File: src/hdl/lpr_pkg.sv
// Package: constants and carriers for LPC I/O steering and IRQ routing.
// Assumes: single 100 MHz clock, synchronous active-high reset.
package lpr_pkg;

  // ----------------------------------------
  // I/O windows forwarded to LPC
  // ----------------------------------------
  localparam int          LPR_NUM_WIN = 13;
  localparam logic [15:0] LPR_WIN_LO [LPR_NUM_WIN] = '{
    16'h002e, 16'h004e, 16'h0060, 16'h0064, 16'h02e8, 16'h02f8, 16'h0378,
    16'h03e8, 16'h03f8, 16'h0778, 16'h0a00, 16'h0000, 16'h0000};
  localparam logic [15:0] LPR_WIN_HI [LPR_NUM_WIN] = '{
    16'h002f, 16'h004f, 16'h0060, 16'h0064, 16'h02ef, 16'h02ff, 16'h037f,
    16'h03ef, 16'h03ff, 16'h077f, 16'h0bff, 16'h0000, 16'h0000};
  localparam int          LPR_USED_WIN = 11;
  localparam logic [15:0] LPR_PCI_IO_TOP = 16'hfff0;

  // ----------------------------------------
  // Interrupt lines
  // ----------------------------------------
  localparam logic [15:0] LPR_IRQ_INTERNAL = 16'h2307; // 0,1,2,8,9,13
  localparam logic [15:0] LPR_IRQ_IDE      = 16'hc000; // 14,15
  localparam int          LPR_APIC_PCI_BASE = 16;
  localparam int          LPR_NUM_EXT_PORT  = 7;
  localparam logic [1:0]  LPR_PORT_SWZ [LPR_NUM_EXT_PORT] = '{
    2'h0, 2'h1, 2'h2, 2'h3, 2'h1, 2'h2, 2'h3};
  localparam logic [15:0] LPR_RST_IRQ = 16'h0000;
  localparam logic [7:0]  LPR_RST_APIC = 8'h00;

  typedef enum logic [1:0] {LPR_TGT_NONE, LPR_TGT_LPC, LPR_TGT_PCI} lpr_tgt_e;

  typedef struct packed {
    logic        valid;
    logic [15:0] addr;
  } lpr_io_req_s;

  typedef struct packed {
    logic [3:0] intx; // pin A..D of one port
  } lpr_port_int_s;

endpackage

File: src/hdl/lpr_route.sv
// Top: I/O cycle steering plus legacy and PCI interrupt routing.
// Assumes: inputs synchronous to clk; serial IRQ frames already decoded per slot.
// Functional notes
// - Unclaimed I/O cycles outside the LPC windows go subtractively to PCI
// - Only fixed legacy windows go to LPC
// - Lines 0,1,2,8,9,13 stay internal
// - Lines 14,15 freed outside legacy IDE
// - APIC 16 carries PCI line A
// - APIC 17 carries PCI line B
// - APIC 18 carries PCI line C
// - APIC 19 carries PCI line D
// - Single-function port interrupt follows port map
// - Multifunction pins swizzled across lines per port
`timescale 1ns/1ps
`default_nettype none
module lpr_route
  import lpr_pkg::*;
(
  input  wire logic          clk,
  input  wire logic          rst,
  input  wire lpr_io_req_s   io_req,
  input  wire logic          io_claimed,
  input  wire logic          legacy_ide_mode,
  input  wire logic [15:0]   serirq_slots,
  input  wire logic [1:0]    ide_irq,
  input  wire logic [15:0]   internal_irq,
  input  wire logic [3:0]    onboard_int,
  input  wire lpr_port_int_s ext_port_int [LPR_NUM_EXT_PORT],
  input  wire logic [3:0]    pci_int_line_efgh,
  output lpr_tgt_e           io_tgt_q,
  output logic [15:0]        legacy_irq_q,
  output logic [7:0]         apic_hi_irq_q
);

  // ----------------------------------------
  // I/O decode
  // ----------------------------------------
  logic [LPR_NUM_WIN-1:0] win_hit;

  genvar w;
  generate
    for (w = 0; w < LPR_NUM_WIN; w++) begin : g_win
      if (w < LPR_USED_WIN) begin : g_used
        assign win_hit[w] = (io_req.addr >= LPR_WIN_LO[w]) && (io_req.addr <= LPR_WIN_HI[w]);
      end else begin : g_spare
        assign win_hit[w] = 1'b0;
      end
    end
  endgenerate

  // Positive claim by another agent takes the cycle away from both buses
  always_ff @(posedge clk) begin
    if (rst) begin
      io_tgt_q <= LPR_TGT_NONE;
    end else if (!io_req.valid || io_claimed) begin
      io_tgt_q <= LPR_TGT_NONE;
    end else if (|win_hit) begin
      io_tgt_q <= LPR_TGT_LPC;
    end else begin
      io_tgt_q <= LPR_TGT_PCI;
    end
  end

  // ----------------------------------------
  // Legacy lines
  // ----------------------------------------
  logic [15:0] legacy_d;

  always_comb begin
    legacy_d = (serirq_slots & ~LPR_IRQ_INTERNAL) | (internal_irq & LPR_IRQ_INTERNAL);
    if (legacy_ide_mode) begin
      legacy_d[15:14] = ide_irq;
    end
  end

  always_ff @(posedge clk) begin
    if (rst) begin
      legacy_irq_q <= LPR_RST_IRQ;
    end else begin
      legacy_irq_q <= legacy_d;
    end
  end

  // ----------------------------------------
  // PCI lines onto APIC 16..23
  // ----------------------------------------
  // Level-sensitive wired-OR; sharing is the point of these lines
  logic [3:0] pci_abcd;

  always_comb begin
    pci_abcd = onboard_int;
    for (int p = 0; p < LPR_NUM_EXT_PORT; p++) begin
      for (int i = 0; i < 4; i++) begin
        pci_abcd[2'(LPR_PORT_SWZ[p] + 2'(i))] |= ext_port_int[p].intx[i];
      end
    end
  end

  always_ff @(posedge clk) begin
    if (rst) begin
      apic_hi_irq_q <= LPR_RST_APIC;
    end else begin
      apic_hi_irq_q <= {pci_int_line_efgh, pci_abcd};
    end
  end
endmodule
`default_nettype wire

File: config.mk
export PLATFORM = sky130hd
export DESIGN_NAME = lpr_route
export DESIGN_NICKNAME = d
export VERILOG_FILES = /design/src/hdl/lpr_pkg.sv /design/src/hdl/lpr_route.sv
export SDC_FILE = /design/constraint.sdc
export NUM_CORES = 1
export LEC_CHECK = 0
export BUFFER_PORTS_ARGS = -buffer_cell sky130_fd_sc_hd__buf_2
export CORE_MARGIN = 8
export CORE_UTILIZATION = 28
export CTS_CLUSTER_DIAMETER = 60
export DETAILED_ROUTE_END_ITERATION = 8
export PLACE_DENSITY = 0.75
export SETUP_SLACK_MARGIN = 0.02
export SLEW_MARGIN = 15
export SYNTH_ARGS = -nofsm -noshare
export SYNTH_HDL_FRONTEND = slang
export SYNTH_SLANG_ARGS = --single-unit
File: constraint.sdc
create_clock -name clk -period 1.45 [get_ports clk]
set_clock_uncertainty 0.2 [all_clocks]
set_input_delay 0.0725 -clock clk [delete_from_list [all_inputs] [get_ports clk]]
set_output_delay 0.0725 -clock clk [all_outputs]
set_load 0.05 [all_outputs]
Yosys cells after proc, flatten, opt, wreduce, memory -nomap -nowiden
Cells that the tools add are included.
{"block": "classes", "addsub": 0, "mul": 0, "n_div": 0, "n_lt_le_gt_ge": 22, "eq_ne": 0, "shift": 0, "muxes": 2, "n_bitwise": 29, "n_reduce_logical": 15}
{"cell": "$ge A16 B10 Y1 const B", "count": 5}
{"cell": "$le A16 B10 Y1 const B", "count": 5}
{"cell": "$ge A16 B7 Y1 const B", "count": 3}
{"cell": "$le A16 B7 Y1 const B", "count": 3}
{"cell": "$or A1 B1 Y1", "count": 28}
{"cell": "$ge A16 B11 Y1 const B", "count": 1}
{"cell": "$ge A16 B12 Y1 const B", "count": 1}
{"cell": "$ge A16 B6 Y1 const B", "count": 1}
{"cell": "$le A16 B11 Y1 const B", "count": 1}
{"cell": "$le A16 B12 Y1 const B", "count": 1}
{"cell": "$le A16 B6 Y1 const B", "count": 1}
{"cell": "$or A16 B14 Y16", "count": 1}
{"cell": "$logic_and A1 B1 Y1", "count": 11}
{"cell": "$reduce_or A11 Y1", "count": 1}
{"cell": "$mux W2", "count": 2}
{"cell": "$reduce_or A2 Y1", "count": 1}
{"cell": "$logic_not A1 Y1", "count": 1}
{"cell": "$logic_or A1 B1 Y1", "count": 1}
{"block": "totals", "register_bits": 26, "latch_bits": 0, "mem_bits_rw": 0, "romBits": 0, "input_bits": 91, "out_inout_bits": 26, "elab_cells": 71, "memories": 0}

Logic depth before layout (Yosys ltp)
{"block": "logic_depth", "word_depth": 7, "depth_mapped": 4, "depth_no_buf": 4}

Worst setup path before layout
OpenSTA, ideal clock, no wires.
{"block": "synth_timing", "path_kind": "in2reg", "startpoint": "in io_req[12] (netlist name)", "endpoint": "reg io_tgt_q[1]", "setup_ns": 0.127, "arrival_ns": 1.155, "t_required_ns": 1.123, "path_slack_ns": -0.033, "stages": 4, "path_buffers": 0, "path_cell_list": "or4_4 or3_4 a211oi_2 nor4b_1"}
{"block": "synth_between", "elab_chain_cells": 4, "elab_cells_between_ends": 35, "cone_classes": "order compare (22); mux (1); reduce/logical (12)"}
{"element": "from (decl)", "line_no": "lpr_route.sv:21", "text": "input wire lpr_io_req_s io_req,"}
{"element": "$ge A16 B6 Y1 (tied with other cells)", "line_no": "lpr_route.sv:44", "text": "assign win_hit[w] = (io_req.addr >= LPR_WIN_LO[w]) && (io_req.addr <= LPR_WIN_HI[w]);"}
{"element": "$logic_and A1 B1 Y1", "line_no": "lpr_route.sv:44"}
{"element": "$reduce_or A11 Y1 (*)", "line_no": "lpr_route.sv:57", "text": "end else if (|win_hit) begin"}
{"element": "$mux W2 (*)", "line_no": "lpr_route.sv:57"}
{"element": "to (signal assigned)", "line_no": "lpr_route.sv:56", "text": "io_tgt_q <= LPR_TGT_NONE;"}
{"element": "to (signal assigned)", "line_no": "lpr_route.sv:58", "text": "io_tgt_q <= LPR_TGT_LPC;"}
{"element": "to (signal assigned)", "line_no": "lpr_route.sv:60", "text": "io_tgt_q <= LPR_TGT_PCI;"}
{"element": "to (decl)", "line_no": "lpr_route.sv:30", "text": "output lpr_tgt_e io_tgt_q,"}
Mark *: on every way between the ends. The rest lies on a longest branch, timed or not.
A chain may end at the register's enable or synchronous reset.

Worst setup path in the final report
{"block": "layout_timing", "startpoint": "in serirq_slots[15]", "endpoint": "reg legacy_irq_q[15]"}
{"block": "layout_between", "elab_chain_cells": 2}
{"element": "from (decl)", "line_no": "lpr_route.sv:24", "text": "input wire logic [15:0] serirq_slots,"}
{"element": "$or A16 B14 Y16", "line_no": "lpr_route.sv:70", "text": "legacy_d = (serirq_slots & ~LPR_IRQ_INTERNAL) | (internal_irq & LPR_IRQ_INTERNAL);"}
{"element": "$mux W2", "line_no": "lpr_route.sv:71", "text": "if (legacy_ide_mode) begin"}
{"element": "to (signal assigned)", "line_no": "lpr_route.sv:80", "text": "legacy_irq_q <= legacy_d;"}
{"element": "to (decl)", "line_no": "lpr_route.sv:31", "text": "output logic [15:0] legacy_irq_q,"}
Every way passes these cells.

==> out/qor.yml <==
status: "finished clean"
synth_area_per_cell_um2: 10.53
drc: 0
antenna_found_initial: 0
p_int_mw: 1.133
fin_util_pct: 67.52
h-tree-depth: 1
slew_violations: 0
p_per_area_nw_per_um2: 757.8
hold_viol_final: 0
io_buffers: 100
yosysTopAreaCell: "dfxtp_1"
grt_max_degree: 25
peakVddDrop_uv: 598.3
avgRoutedWirePerCell_um: 14.41
setup_viol: 0
crit_path_max_fanout: 1
synthCells: 86
yosysWarnings: 0
clock.fmax_mhz: 702.3
nets: 339
layout_common_cells: "buf_2 (100), dlygate4sd3_1 (58), dfxtp_1 (26)"
p_sw_share_pct: 28.05
dieHeight_um: 72.88
grt_pass1_vias: 1463
worst_slew_pin_slew_ns: 0.2968
maxCapViolCount: 0
track_usage_pct: 15.81
hold_start: "io_req[2]"
final_common_cell: "buf_2"
p_leak_nw: 1.003
criticalPathCategory: "input pin to flip-flop"
holdCritPathClass: "input pin to flip-flop"
yosysSeqAreaShare_pct: 57.46
critPathSlowestCell: "dlygate4sd3_1"
cts.path.max_buffers: 2
post_dp_cell_area_um2: 1461
holdPathEnd: "io_tgt_q[0]$_SDFF_PP0_"
vias: 1264
cts_made_buffers: 3
slew_headroom_pct: 80.17
rsz0062_at_grt: "no"
endpoint_kind: "flip-flop"
pwr-share-clk_pct: 22.2
arrival_ns: 1.44
totalWireLength_mm: 4.192
pwr-share-seq_pct: 48.2
design_area_um2: 2078
whs_path_depth: 4
cts.clk_slew.worst_paths_ns: 0.13
critical_path.top_delay_family: "buffers and inverters"
die_area_um2: 5311
tns_ns: 0
gp_congestion: 0.7267
cts.repair.resized: 0
ys_types: 23
cp.buffers_inverters: 3
highest_layer: "met4"
route.met2.wl_mm: 2.501
root_buffer: "clkbuf_4"
grt-ovfl-total: 0
ant_nets: 0
cts.sinks: 26
period_needed_ns: 1.424
switchingPower_uw: 441.7
io_pins: 117
postCtsSetupRepairBufs: 0
dp_hpwl_mm: 2.663
wl_met3_um: 238
met1Wirelength_mm: 1.316
drtIter0Drc: 16
tritoncts: "built"
drive_gt1_share_pct: 43.72
syn-num-nets: 177
slowest_delay_ns: 0.56
worst_ep_required_time_ns: 1.46
cp-start-kind: "input pin"
area_growth_pct: 129.4
diodes: 0
power_frac_comb_pct: 29.6
synth.area.top_cells: "dfxtp_1 (57%), nor2b_1 (12%), nor4_1 (5.5%), a21oi_1 (2.8%), mux2i_1 (2.2%)"
drt_first_pass_iters: 4
coreArea_um2: 3078
syn_area_um2: 905.9
min_period_over_period_pct: 98.20
grt_pass1_wl_mm: 6.561
path_cells: "dlygate4sd3_1 -> buf_2 -> mux2i_1 -> dlygate4sd3_1 -> nor2_1"
die_x_um: 72.88
critPathMostFrequentCell: "dlygate4sd3_1"
rows: 20
synth_top_area_share_pct: 57.46
yosys_register_bits: 26
start_util_pct: 29.43
via_per_inst: 4.344
[power groups by stage]
stage / sequential [mW] / clock [mW] / combinational, mW
after floorplan: 0.911 / 0 / 0.0507
after CTS: 0.760 / 0.366 / 0.459
after detailed placement: 0.776 / 0 / 0.339
after global placement: 0.774 / 0 / 0.334
final: 0.760 / 0.350 / 0.466
after global routing: 0.764 / 0.399 / 0.497
[logic make-up (layout without fill, tap and decap cells)]
kind of cell / after synthesis / count (layout) / synth area share [%]
muxes: 2 / 2 / 2.210
and+or+nand+nor: 45 / 45 / 31.08
DFF: 26 / 26 / 57.46
buffers and inverters: 3 / 164 / 1.243
AOI/OAI and AO/OA: 9 / 9 / 7.044
xor gates and xnor gates: 1 / 1 / 0.9670
[flip-flops by register name (all words and copies together), names as in the netlist]
| signal | cells |
|---|---|
| apic_hi_irq_q | 8 |
| io_tgt_q | 2 |
| legacy_irq_q | 16 |
[layer usage]
layer  vias up  global-route usage [%]
met5         -                       0
met4         0                   6.889
met3        12                   4.121
met2        60                   33.60
met1       564                   12.68
li1        628                       -
[worst max-delay path by stage]
stage | startpoint | endpoint | slack, ns | cells after the start
after global routing | serirq_slots[15] | legacy_irq_q[15]$_SDFF_PP0_ | 0.04 | 5
after detailed placement | io_req[12] | io_tgt_q[1]$_SDFF_PP0_ | -0.18 | 5
final | serirq_slots[15] | legacy_irq_q[15]$_SDFF_PP0_ | 0.03 | 5
after CTS | serirq_slots[14] | legacy_irq_q[14]$_SDFF_PP0_ | 0.05 | 5
after floorplan | io_req[12] | io_tgt_q[1]$_SDFF_PP0_ | -0.03 | 4
after global placement | io_req[12] | io_tgt_q[1]$_SDFF_PP0_ | -0.15 | 5
[synth_stat cells]
master,count
dfxtp_1,26
nor2b_1,18
nor4_1,8
a21oi_1,5
nor2_1,5
and2_1,2
clkbuf_1,2
mux2i_1,2
nand4_1,2
nor3_1,2
nor3b_1,2
a211oi_2,1
a32oi_1,1
inv_1,1
nand2_1,1
nand3_1,1
nor4b_1,1
nor4bb_1,1
o2111ai_1,1
o31a_1,1
or3_4,1
or4_4,1
xor2_1,1
[area by class of cell]
| class | count | area [um2] |
|---|---|---|
| Inverter | 1 | 3.754 |
| Multi-Input combinational cell | 57 | 374.1 |
| Timing Repair Buffer | 159 | 1089 |
| Fill cell | 274 | 999.7 |
| Sequential cell | 26 | 520.5 |
| Tap cell | 44 | 55.05 |
| Clock buffer | 4 | 36.28 |
[repair_timing]
action	in CTS	in global routing
hold endpoints to repair	26	1
hold buffers	57	2
endpoints found under the setup margin	0	1
[through the flow]
step                      cells  hold slack, ns  total power, mW  setup slack, ns
after floorplan              86        -0.05589           0.9614         -0.03271
after detailed placement    229         0.08757            1.115          -0.1799
after global placement      229         0.07980            1.108          -0.1532
after CTS                   290         0.03804            1.585          0.04929
after global routing        291         0.02994            1.660          0.03781
final                       291         0.04863            1.575          0.02609
Power figures use the tool's default switching activity.
